`src/wps_pkg.sv`:
```
/*
 * Weld pulse supervisor constants, encodings and structs.
 * Assumes one 100 MHz clock.
 */
package wps_pkg;

    ////////////////////////////////////////////////////////////////////////
    // Clock and timing
    localparam int CLK_HZ = 100_000_000;
    localparam int SAMPLE_HZ = 100_000;
    localparam int SAMPLE_DIV = CLK_HZ / SAMPLE_HZ;
    localparam int PULSE_TIMEOUT_MS = 200;
    localparam int PULSE_TIMEOUT_CYC = PULSE_TIMEOUT_MS * (CLK_HZ / 1000);
    localparam int SHOW_DELAY_MS = 1000;
    localparam int SHOW_DELAY_CYC = SHOW_DELAY_MS * (CLK_HZ / 1000);
    localparam int SCREEN_MS = 1500;
    localparam int SCREEN_CYC = SCREEN_MS * (CLK_HZ / 1000);
    localparam int TONE_MS = 100;
    localparam int TONE_CYC = TONE_MS * (CLK_HZ / 1000);

    ////////////////////////////////////////////////////////////////////////
    // Electrical limits
    localparam logic [15:0] INPUT_OV_MV = 16'h9C40;   // 40 V
    localparam logic [19:0] SPOT_OV_MV = 20'h09C40;   // 40 V
    localparam logic [11:0] OC_MAX_A = 12'h7D0;       // 2000 A
    localparam logic [11:0] OC_MIN_A = 12'h1F4;       // Floor of derated limit
    localparam logic [11:0] OC_DERATE_A_PER_DM = 12'h00A;
    localparam logic [7:0] OVERTEMP_C = 8'h46;        // 70 degC
    localparam logic [7:0] SPOT_R_MAX_MOHM = 8'h64;   // 100 milliohm
    localparam logic [27:0] UOHM_PER_MOHM = 28'h00003E8;
    // mW x 10 us sums per joule
    localparam logic [39:0] ACC_PER_J = 40'h0005F5E100;
    localparam logic [7:0] CMD_J_RESET = 8'h32;
    localparam logic [7:0] CMD_J_MAX = 8'hFA;

    ////////////////////////////////////////////////////////////////////////
    // Encodings
    typedef enum logic [2:0] {
        ST_VERSION = 3'h0,
        ST_VOLTAGE = 3'h1,
        ST_MODE = 3'h3,
        ST_CONTACT = 3'h2,
        ST_ARMED = 3'h6,
        ST_PULSE = 3'h7,
        ST_RESULT = 3'h5,
        ST_UNCAL = 3'h4
    } wps_state_e;

    typedef enum logic [3:0] {
        SCR_VERSION = 4'h0,
        SCR_VOLTAGE = 4'h1,
        SCR_MODE = 4'h2,
        SCR_CONTACT = 4'h3,
        SCR_UNCAL = 4'h4,
        SCR_ARMED = 4'h5,
        SCR_LOW_BATT = 4'h6,
        SCR_FUSE = 4'h7,
        SCR_OVERTEMP = 4'h8,
        SCR_PULSE = 4'h9,
        SCR_RESULT = 4'hA
    } wps_screen_e;

    typedef enum logic [3:0] {
        STS_OK = 4'h0,
        STS_TIMEOUT = 4'h1,
        STS_INPUT_OV = 4'h2,
        STS_SPOT_NEG = 4'h3,
        STS_SPOT_OV = 4'h4,
        STS_OVERCURR = 4'h5,
        STS_VCC_LOW = 4'h6,
        STS_SPOT_R = 4'h7
    } wps_status_e;

    typedef enum logic [1:0] {
        TONE_OFF = 2'h0,
        TONE_BEEP = 2'h1,
        TONE_HIGH = 2'h2,
        TONE_LOW = 2'h3
    } wps_tone_e;

    typedef struct packed {
        logic [15:0] v_in_mv; // Input supply
        logic [15:0] v_term_mv; // Terminal voltage
        logic [11:0] i_a; // Weld current
        logic [7:0] temp_c; // Switch temperature
        logic vcc_ok; // Supply holds switch on
        logic fuse_ok; // Fuse intact
        logic contact; // Electrodes touch
    } wps_meas_s;

    typedef struct packed {
        logic cal_valid; // Calibration data stored
        logic [15:0] cable_res_uohm;
        logic [7:0] cable_len_dm;
        logic batt_warn_en;
        logic [15:0] batt_warn_mv;
    } wps_cfg_s;

endpackage

```
`src/wps_tick.sv`:
```
/*
 * Divider: one-cycle enable every DIV clocks.
 * Assumes one clock, synchronous reset.
 */
`timescale 1ns/100ps
module wps_tick #(
    parameter int DIV = 1000
) (
    // Clock and reset
    input wire logic mclk_in,
    input wire logic rst_n_in,
    // Enable pulse
    output logic tick_out
);
    logic [15:0] cnt_r, cnt_nxt;
    logic tick_nxt;

    // Wrap at DIV-1
    always_comb begin
        tick_nxt = (cnt_r == 16'(DIV - 1));
        cnt_nxt = tick_nxt ? 16'h0000 : cnt_r + 16'h0001;
    end

    always_ff @(posedge mclk_in) begin
        if (!rst_n_in) begin
            cnt_r <= 16'h0000;
            tick_out <= 1'b0;
        end else begin
            cnt_r <= cnt_nxt;
            tick_out <= tick_nxt;
        end
    end
endmodule

```
`src/wps_energy.sv`:
```
/*
 * Spot voltage and energy sum, updated on each sample enable.
 * Assumes measurements on the same clock.
 */
`timescale 1ns/100ps
module wps_energy
    import wps_pkg::*;
(
    // Clock and reset
    input wire logic mclk_in,
    input wire logic rst_n_in,
    // Control
    input wire logic clear_in,
    input wire logic sample_in,
    // Measurements
    input wire logic [15:0] v_term_mv_in,
    input wire logic [11:0] i_a_in,
    input wire logic [15:0] cable_res_uohm_in,
    // Results
    output logic signed [19:0] v_spot_out,
    output logic [39:0] acc_out,
    output logic valid_out
);
    logic [27:0] drop_prod;
    logic [27:0] drop_mv;
    logic signed [19:0] v_spot_nxt;
    logic [30:0] power_mw;
    logic [39:0] acc_nxt;

    // Spot power = terminal power - cable loss
    always_comb begin
        drop_prod = 28'(i_a_in) * 28'(cable_res_uohm_in);
        drop_mv = drop_prod / UOHM_PER_MOHM;
        v_spot_nxt = $signed({4'h0, v_term_mv_in}) - $signed({1'b0, drop_mv[18:0]});
        power_mw = v_spot_nxt[19] ? 31'h0 : 31'(v_spot_nxt[18:0]) * 31'(i_a_in);
        acc_nxt = acc_out;
        if (clear_in) begin
            acc_nxt = 40'h0;
        end else if (sample_in) begin
            acc_nxt = acc_out + 40'(power_mw);
        end
    end

    always_ff @(posedge mclk_in) begin
        if (!rst_n_in) begin
            v_spot_out <= 20'sh0;
            acc_out <= 40'h0;
            valid_out <= 1'b0;
        end else begin
            v_spot_out <= sample_in ? v_spot_nxt : v_spot_out;
            acc_out <= acc_nxt;
            valid_out <= sample_in && !clear_in;
        end
    end
endmodule

```
`src/wps_top.sv`:
```
/*
 * Weld pulse supervisor: startup, trigger, pulse aborts,
 * status, tones and result screens.
 * Assumes one clock; foot and dial pins asynchronous,
 * measurements and configuration on the same clock.
 */
// Function
// - End pulse after 200 ms, report timeout
// - Input above 40 V aborts pulse
// - Negative computed spot voltage aborts pulse
// - Spot voltage above 40 V aborts pulse
// - Current above 2000 A or cable limit aborts
// - Collapsed internal supply aborts pulse
// - Spot resistance above 100 milliohm flagged
// - Above 70 degC shows warning, refuses trigger
// - Foot switch at power-up selects mode
// - Show version, voltage, then mode
// - Hold startup while electrodes touch
// - Uncalibrated state forbids weld pulses
// - Armed and foot pressed triggers pulse
// - Dial sets joules; stop when delivered
// - Beep on success, high-low on failure
// - Cycle result screens while trigger held
// - Release clears results, returns to armed
// - Longer cable lowers current limit
// - Blown fuse shows fault instead of armed
// - Enabled low battery level shows warning
// - Dim backlight during pulse
// - Sample power at 100 kHz
`timescale 1ns/100ps
module wps_top
    import wps_pkg::*;
#(
    parameter int TIMEOUT_CYC = PULSE_TIMEOUT_CYC,
    parameter int SHOW_CYC = SHOW_DELAY_CYC,
    parameter int PAGE_CYC = SCREEN_CYC,
    parameter int BEEP_CYC = TONE_CYC,
    parameter int RESULT_PAGES = 3
) (
    // Clock and reset
    input wire logic mclk_in,
    input wire logic rst_n_in,
    // Operator pins
    input wire logic foot_sw_in,
    input wire logic dial_up_in,
    input wire logic dial_dn_in,
    // Measurements and configuration
    input wire wps_meas_s meas_in,
    input wire wps_cfg_s cfg_in,
    // Power stage
    output logic switch_on_out,
    output logic backlight_dim_out,
    // Operator feedback
    output wps_screen_e screen_out,
    output logic [1:0] page_out,
    output wps_status_e status_out,
    output logic result_ok_out,
    output wps_tone_e tone_out,
    output logic mode_auto_out,
    output logic [7:0] cmd_j_out,
    output logic [39:0] energy_out
);

    ////////////////////////////////////////////////////////////////////////
    // Current limit falls with cable length
    function automatic logic [11:0] oc_limit(input logic [7:0] len_dm);
        logic [19:0] derate;
        derate = 20'(len_dm) * 20'(OC_DERATE_A_PER_DM);
        if (derate >= 20'(OC_MAX_A - OC_MIN_A)) begin
            return OC_MIN_A;
        end
        return OC_MAX_A - derate[11:0];
    endfunction

    ////////////////////////////////////////////////////////////////////////
    // Pin synchronisers; third dial stage for edges
    logic [1:0] foot_sync_r;
    logic [2:0] up_sync_r, dn_sync_r;
    logic foot_s, up_step, dn_step;

    always_ff @(posedge mclk_in) begin
        if (!rst_n_in) begin
            foot_sync_r <= 2'h0;
            up_sync_r <= 3'h0;
            dn_sync_r <= 3'h0;
        end else begin
            foot_sync_r <= {foot_sync_r[0], foot_sw_in};
            up_sync_r <= {up_sync_r[1:0], dial_up_in};
            dn_sync_r <= {dn_sync_r[1:0], dial_dn_in};
        end
    end

    assign foot_s = foot_sync_r[1];
    assign up_step = up_sync_r[1] && !up_sync_r[2];
    assign dn_step = dn_sync_r[1] && !dn_sync_r[2];

    ////////////////////////////////////////////////////////////////////////
    // Sampling and energy
    logic sample_en;
    logic acc_clear;
    logic signed [19:0] v_spot;
    logic [39:0] acc;
    logic acc_valid;

    wps_tick #(
        .DIV(SAMPLE_DIV)
    ) u_tick (
        .mclk_in(mclk_in),
        .rst_n_in(rst_n_in),
        .tick_out(sample_en)
    );

    wps_energy u_energy (
        .mclk_in(mclk_in),
        .rst_n_in(rst_n_in),
        .clear_in(acc_clear),
        .sample_in(sample_en),
        .v_term_mv_in(meas_in.v_term_mv),
        .i_a_in(meas_in.i_a),
        .cable_res_uohm_in(cfg_in.cable_res_uohm),
        .v_spot_out(v_spot),
        .acc_out(acc),
        .valid_out(acc_valid)
    );

    assign energy_out = acc;

    ////////////////////////////////////////////////////////////////////////
    // Main sequencer state
    wps_state_e state_r, state_nxt;
    logic [31:0] cnt_r, cnt_nxt;
    logic mode_auto_r, mode_auto_nxt;
    logic [7:0] cmd_j_r, cmd_j_nxt;
    wps_status_e status_r, status_nxt;
    logic ok_r, ok_nxt;
    logic spot_r_bad_r, spot_r_bad_nxt;
    logic [1:0] page_r, page_nxt;
    wps_screen_e screen_r, screen_nxt;
    logic switch_r, switch_nxt;
    logic done;
    logic done_fail;
    logic over_temp, fuse_bad, low_batt, input_ov;
    logic [39:0] target;
    logic [19:0] spot_r_lim;

    assign over_temp = meas_in.temp_c > OVERTEMP_C;
    assign fuse_bad = !meas_in.fuse_ok;
    assign low_batt = cfg_in.batt_warn_en && (meas_in.v_in_mv < cfg_in.batt_warn_mv);
    assign input_ov = meas_in.v_in_mv > INPUT_OV_MV;
    assign target = 40'(cmd_j_r) * ACC_PER_J;
    assign spot_r_lim = 20'(meas_in.i_a) * 20'(SPOT_R_MAX_MOHM);

    // Sequencer next state
    always_comb begin
        state_nxt = state_r;
        cnt_nxt = cnt_r + 32'h1;
        mode_auto_nxt = mode_auto_r;
        cmd_j_nxt = cmd_j_r;
        status_nxt = status_r;
        ok_nxt = ok_r;
        spot_r_bad_nxt = spot_r_bad_r;
        page_nxt = page_r;
        switch_nxt = 1'b0;
        acc_clear = 1'b0;
        done = 1'b0;
        done_fail = 1'b0;
        unique case (state_r)
            ST_VERSION: begin
                if (cnt_r >= 32'(SHOW_CYC - 1)) begin
                    // Switch held as version screen ends
                    mode_auto_nxt = foot_s;
                    state_nxt = ST_VOLTAGE;
                    cnt_nxt = 32'h0;
                end
            end
            ST_VOLTAGE: begin
                if (cnt_r >= 32'(SHOW_CYC - 1)) begin
                    state_nxt = ST_MODE;
                    cnt_nxt = 32'h0;
                end
            end
            ST_MODE: begin
                if (cnt_r >= 32'(SHOW_CYC - 1)) begin
                    cnt_nxt = 32'h0;
                    if (meas_in.contact) begin
                        state_nxt = ST_CONTACT;
                    end else begin
                        state_nxt = cfg_in.cal_valid ? ST_ARMED : ST_UNCAL;
                    end
                end
            end
            ST_CONTACT: begin
                if (!meas_in.contact) begin
                    state_nxt = cfg_in.cal_valid ? ST_ARMED : ST_UNCAL;
                end
            end
            ST_UNCAL: begin
                // Trigger ignored
                if (cfg_in.cal_valid) begin
                    state_nxt = ST_ARMED;
                end
            end
            ST_ARMED: begin
                if (up_step && cmd_j_r < CMD_J_MAX) begin
                    cmd_j_nxt = cmd_j_r + 8'h01;
                end else if (dn_step && cmd_j_r > 8'h01) begin
                    cmd_j_nxt = cmd_j_r - 8'h01;
                end
                // Warnings block the trigger
                if (!cfg_in.cal_valid) begin
                    state_nxt = ST_UNCAL;
                end else if (foot_s && !over_temp && !fuse_bad && !low_batt) begin
                    cnt_nxt = 32'h0;
                    spot_r_bad_nxt = 1'b0;
                    acc_clear = 1'b1;
                    page_nxt = 2'h0;
                    if (input_ov) begin
                        // Over-voltage: switch never closes
                        status_nxt = STS_INPUT_OV;
                        ok_nxt = 1'b0;
                        done = 1'b1;
                        done_fail = 1'b1;
                        state_nxt = ST_RESULT;
                    end else begin
                        status_nxt = STS_OK;
                        switch_nxt = 1'b1;
                        state_nxt = ST_PULSE;
                    end
                end
            end
            ST_PULSE: begin
                switch_nxt = 1'b1;
                // Faults by priority; first one kept
                if (acc_valid) begin
                    if (meas_in.i_a != 12'h0 && v_spot > $signed(spot_r_lim)) begin
                        spot_r_bad_nxt = 1'b1;
                    end
                    if (input_ov) begin
                        status_nxt = STS_INPUT_OV;
                        done_fail = 1'b1;
                    end else if (!meas_in.vcc_ok) begin
                        status_nxt = STS_VCC_LOW;
                        done_fail = 1'b1;
                    end else if (meas_in.i_a > oc_limit(cfg_in.cable_len_dm)) begin
                        status_nxt = STS_OVERCURR;
                        done_fail = 1'b1;
                    end else if (v_spot < 20'sh0) begin
                        status_nxt = STS_SPOT_NEG;
                        done_fail = 1'b1;
                    end else if (v_spot > $signed(SPOT_OV_MV)) begin
                        status_nxt = STS_SPOT_OV;
                        done_fail = 1'b1;
                    end else if (acc >= target) begin
                        // Energy reached
                        status_nxt = spot_r_bad_nxt ? STS_SPOT_R : STS_OK;
                        done_fail = spot_r_bad_nxt;
                        done = 1'b1;
                    end
                end
                if (!done && !done_fail && cnt_r >= 32'(TIMEOUT_CYC - 1)) begin
                    status_nxt = STS_TIMEOUT;
                    done_fail = 1'b1;
                end
                if (done || done_fail) begin
                    done = 1'b1;
                    switch_nxt = 1'b0;
                    ok_nxt = !done_fail;
                    state_nxt = ST_RESULT;
                    cnt_nxt = 32'h0;
                end
            end
            ST_RESULT: begin
                if (!foot_s) begin
                    // Release drops results
                    status_nxt = STS_OK;
                    ok_nxt = 1'b0;
                    page_nxt = 2'h0;
                    state_nxt = ST_ARMED;
                end else if (cnt_r >= 32'(PAGE_CYC - 1)) begin
                    cnt_nxt = 32'h0;
                    page_nxt = (page_r == 2'(RESULT_PAGES - 1)) ? 2'h0 : page_r + 2'h1;
                end
            end
            default: begin
                state_nxt = ST_VERSION;
                cnt_nxt = 32'h0;
            end
        endcase
    end

    // Screen for next state
    always_comb begin
        unique case (state_nxt)
            ST_VERSION: screen_nxt = SCR_VERSION;
            ST_VOLTAGE: screen_nxt = SCR_VOLTAGE;
            ST_MODE: screen_nxt = SCR_MODE;
            ST_CONTACT: screen_nxt = SCR_CONTACT;
            ST_UNCAL: screen_nxt = SCR_UNCAL;
            ST_PULSE: screen_nxt = SCR_PULSE;
            ST_RESULT: screen_nxt = SCR_RESULT;
            ST_ARMED: begin
                if (over_temp) begin
                    screen_nxt = SCR_OVERTEMP;
                end else if (fuse_bad) begin
                    screen_nxt = SCR_FUSE;
                end else if (low_batt) begin
                    screen_nxt = SCR_LOW_BATT;
                end else begin
                    screen_nxt = SCR_ARMED;
                end
            end
            default: screen_nxt = SCR_VERSION;
        endcase
    end

    always_ff @(posedge mclk_in) begin
        if (!rst_n_in) begin
            state_r <= ST_VERSION;
            cnt_r <= 32'h0;
            mode_auto_r <= 1'b0;
            cmd_j_r <= CMD_J_RESET;
            status_r <= STS_OK;
            ok_r <= 1'b0;
            spot_r_bad_r <= 1'b0;
            page_r <= 2'h0;
            screen_r <= SCR_VERSION;
            switch_r <= 1'b0;
        end else begin
            state_r <= state_nxt;
            cnt_r <= cnt_nxt;
            mode_auto_r <= mode_auto_nxt;
            cmd_j_r <= cmd_j_nxt;
            status_r <= status_nxt;
            ok_r <= ok_nxt;
            spot_r_bad_r <= spot_r_bad_nxt;
            page_r <= page_nxt;
            screen_r <= screen_nxt;
            switch_r <= switch_nxt;
        end
    end

    ////////////////////////////////////////////////////////////////////////
    // Tone sequencer, apart from screens
    wps_tone_e tone_r, tone_nxt;
    logic [31:0] tone_cnt_r, tone_cnt_nxt;

    always_comb begin
        tone_nxt = tone_r;
        tone_cnt_nxt = tone_cnt_r + 32'h1;
        if (done) begin
            tone_nxt = done_fail ? TONE_HIGH : TONE_BEEP;
            tone_cnt_nxt = 32'h0;
        end else if (tone_r != TONE_OFF && tone_cnt_r >= 32'(BEEP_CYC - 1)) begin
            tone_cnt_nxt = 32'h0;
            tone_nxt = (tone_r == TONE_HIGH) ? TONE_LOW : TONE_OFF;
        end else if (tone_r == TONE_OFF) begin
            tone_cnt_nxt = 32'h0;
        end
    end

    always_ff @(posedge mclk_in) begin
        if (!rst_n_in) begin
            tone_r <= TONE_OFF;
            tone_cnt_r <= 32'h0;
        end else begin
            tone_r <= tone_nxt;
            tone_cnt_r <= tone_cnt_nxt;
        end
    end

    ////////////////////////////////////////////////////////////////////////
    // Outputs, all registered
    assign switch_on_out = switch_r;
    assign backlight_dim_out = switch_r;
    assign screen_out = screen_r;
    assign page_out = page_r;
    assign status_out = status_r;
    assign result_ok_out = ok_r;
    assign tone_out = tone_r;
    assign mode_auto_out = mode_auto_r;
    assign cmd_j_out = cmd_j_r;
endmodule

```
`config.mk`:
```
export PLATFORM = sky130hd
export DESIGN_NAME = wps_top
export DESIGN_NICKNAME = d
export VERILOG_FILES = /design/src/wps_pkg.sv /design/src/wps_tick.sv /design/src/wps_energy.sv /design/src/wps_top.sv
export SDC_FILE = /design/constraint.sdc
export NUM_CORES = 2
export LEC_CHECK = 0
export ABC_AREA = 1
export BUFFER_PORTS_ARGS = -buffer_cell sky130_fd_sc_hd__buf_4
export CAP_MARGIN = 20
export CORE_ASPECT_RATIO = 2
export CORE_MARGIN = 1.5
export CORE_UTILIZATION = 35
export CTS_CLUSTER_DIAMETER = 40
export DETAILED_ROUTE_END_ITERATION = 7
export GPL_TIMING_DRIVEN = 0
export PLACE_DENSITY_LB_ADDON = 0.3
export RECOVER_POWER = 50
export SLEW_MARGIN = 20
export SYNTH_ARGS = -nofsm -noshare
export SYNTH_HDL_FRONTEND = slang
export SYNTH_SLANG_ARGS = --single-unit
```
`constraint.sdc`:
```
create_clock -name mclk_in -period 25.6 [get_ports mclk_in]
set_clock_uncertainty 0.2 [all_clocks]
set_input_delay 1.28 -clock mclk_in [delete_from_list [all_inputs] [get_ports mclk_in]]
set_output_delay 1.28 -clock mclk_in [all_outputs]
set_load 0.1 [all_outputs]
```
==> metrics.md <==
| Metric | Value |
|---|---|
| Status | `complete, no violations` |
| Synth top area cells | `fa_1, ha_1, inv_1` |
| Reg2Reg Launch Point | `cmd_j_out[5]$_SDFFE_PN1P_` |
| Top FF cell, synth | `dfxtp_1` |
| I/O Buffers | `164` |
| FF-to-FF End | `cnt_r[22]$_SDFF_PN0_` |
| P&R area growth vs syn | `21.6%` |
| Hold Path Class | `reg2reg` |
| Cell Area, Placed | `about 37000 um2` |
| GRT Util Overall | `21.1%` |
| Cts bufs inserted | `17` |
| Die Ht | `444 um` |
| Row count | `161` |
| Final ANT Viol Nets | `0` |
| Critical Path Source Type | `input port` |
| Number of distinct library cells after synthesis | `72` |
| Footprint of the multi-input gates | `28000 um2` |
| FMAX | `between 40 and 50 MHz` |
| Crit path to | `u_energy.acc_out[31]$_SDFFE_PP0P_` |
| # hold bufs at CTS | `0` |
| CP peak stage delay | `550 ps` |
| Top cells by count, synth | `inv_1, nand2_1, nor2_1` |
| Global-route wire length before repair | `around 160 mm` |
| Worst slack at placement | `-2780 ps` |
| Final WS setup | `~850 ps` |
| Synth top area share | `between 20% and 30%` |
| Clock tree buffer depth | `2` |
| Synthesized instance count | `4745` |
| WP data arrival | `24900 ps` |
| Gr ovfl total | `0` |
| Fin. Hold Viols | `0` |
| CTS tree | `built` |
| CP most frequent cell | `nand2_4` |
| Routability cong. | `about 0.94` |
| Max-Cap Viols | `0` |
| H-tree depth | `4` |
| Pin slew with the least headroom to its limit | `between 1000 and 1500 ps` |
| Clk root buf | `clkbuf_16` |
| Flop2flop setup slack | `~18000 ps` |
| Setup TNS | `0 ps` |
| Starting Density | `between 30% and 40%` |
| RSZ-0062 raised after global routing | `true` |
| Fillers | `just under 10000` |
| Synth warn | `0` |
| Min cycle time layout | `approximately 25000 ps` |
| DR WL/cell | `between 15 and 20 um` |
| Pin count of the biggest net entering global routing | `22` |
| Seq. cell area | `roughly 3500 um2` |
| DR vias/cell | `roughly 5` |
| CP Max Fanout | `8` |
| Io pins | `about 170` |
| Async SR Flop Fraction | `0%` |
| Vias in the first global route | `approximately 32000` |
| Vias | `~32000` |
| Die footprint | `a little under 100000 um2` |
| # DRC | `0` |
| Post-synthesis sequential area ratio | `between 10% and 20%` |
| Pre-Repair DR Iteration Count | `5` |
| Die W | `around 220 um` |
| Post-synthesis cell area | `roughly 34000 um2` |
| Clock Pin Slew Worst Setup and Hold Paths | `90 ps` |
| Syn avg cell area | `7.16 um2` |
| Core box area | `around 96000 um2` |
| Synth Register Bits | `approximately 180` |
| DRT iter0 DRCs | `1079` |
| Final wirelength | `approximately 110 mm` |
| FF-to-FF path depth | `36` |
| Top-count cell post-synth | `inv_1` |
| CTS sink count | `176` |
| Share of post-route cells with drive strength above 1 | `around a fifth` |
| Crit path max-delay cell type | `fa_1` |
| Hpwl dp | `90.6 mm` |
| Fin area | `between 40000 and 50000 um2` |
| Crit path required time | `between 20000 and 30000 ps` |
| Area leader, netlist | `fa_1` |
| Clock Latency Late Sink | `just under 500 ps` |
| Endpoints failing setup | `0` |
| CP endpoint kind | `flip-flop` |
| Layout Nets | `just under 6000` |
| Initial antenna violation count | `11` |
| EDFF count, synth | `0` |
| Fin Hold WS | `about 220 ps` |
| Final worst path period share | `a little over nine tenths` |
| Crit path kind | `in2reg` |
| Setup crit start | `meas_in[16]` |
| Max-slew headroom | `~18%` |
| Max-slew violation count | `0` |
==> final cells by class <==
class / instances / area share (%)
Sequential cell: 176 / 8.53
Multi-Input combinational cell: 3418 / 67.7
Antenna cell: 2 / 0.0121
Timing Repair Buffer: 346 / 6.63
Clock inverter: 15 / 0.488
Buffer: 83 / 1.83
Inverter: 1071 / 10.1
Tap cell: 1222 / 3.70
Clock buffer: 17 / 1.03
Timing Repair inverter: 1 / 0.0121
==> kinds of logic after synthesis <==
kind of cell	Yosys count	share of synthesized area, %
adders and majority gates	734	35.0
buffers and inverters	1162	13.0
xor gates and xnor gates	140	3.66
and+or+nand+nor	1959	28.1
DFF	176	10.4
AOI/OAI and AO/OA	572	9.86
other	2	0.0221
==> routing by layer <==
layer | vias up | track usage [%] | routed length [um]
li1 | 15400 | - | -
met1 | 15100 | 17.7 | 33200
met2 | 766 | 43.5 | 61200
met3 | 388 | 2.60 | 3560
met4 | 18 | 15.7 | 9980
met5 | - | 0 | 116
==> layout by cell type (no fill, tap or decap), types with 136 or more instances in the layout <==
cell type / instances
inv_1: 969
fa_1: 351
buf_4: 268
dfxtp_1: 176
ha_1: 354
nand3_1: 136
nor2_1: 341
a21oi_1: 229
nand2_2: 144
nand2_1: 842
==> worst min path at each step <==
stage / startpoint / end / slack (ps) / cells after the start
CTS: dn_sync_r[0]$_SDFF_PN0_ / dn_sync_r[1]$_SDFF_PN0_ / 230 / 2
finish: foot_sync_r[0]$_SDFF_PN0_ / foot_sync_r[1]$_SDFF_PN0_ / 220 / 2
detailed placement: dn_sync_r[0]$_SDFF_PN0_ / dn_sync_r[1]$_SDFF_PN0_ / 200 / 2
global placement: foot_sync_r[0]$_SDFF_PN0_ / foot_sync_r[1]$_SDFF_PN0_ / 190 / 2
floorplan: dn_sync_r[0]$_SDFF_PN0_ / dn_sync_r[1]$_SDFF_PN0_ / 190 / 2
global route: foot_sync_r[0]$_SDFF_PN0_ / foot_sync_r[1]$_SDFF_PN0_ / 250 / 2
==> critical path, delay by kind of cell <==
family,cells,cell delay (ps)
adder cells (fa/ha/maj),15,6580
buffers and inverters,29,2180
AO/OA/AOI/OAI,20,2930
XOR/XNOR,5,1010
AND/OR/NAND/NOR,107,10790
==> state kept, by name, summed over array words and instances (netlist names) <==
name,cells
mode_auto_out,1
dn_sync_r,3
screen_out,4
cnt_r,32
page_out,2
tone_out,2
foot_sync_r,2
u_energy.v_spot_out,20
cmd_j_out,8
u_energy.valid_out,1
spot_r_bad_r,1
u_energy.acc_out,40
u_tick.cnt_r,16
result_ok_out,1
state_r,3
status_out,3
up_sync_r,3
tone_cnt_r,32
u_tick.tick_out,1
backlight_dim_out,1
==> what timing repair did <==
item                                    in CTS  in global routing
setup buffers                               19                159
endpoints found under the setup margin      22                 23
resized for setup                          164                541
cloned                                       1                  8
endpoints found under the hold margin        0                  0
pin swaps                                   35                274
==> metrics by stage <==
| stage | instances | util, % |
|---|---|---|
| floorplan | 4753 | - |
| global placement | 6139 | 38.2 |
| finish | 6351 | 42.9 |
| global route | 6350 | 42.9 |
| detailed placement | 6139 | 38.2 |
| CTS | 6184 | 39.6 |
Power is not shown: default switching activity piles up to over one toggle a cycle in this logic, so the estimate is an artifact.
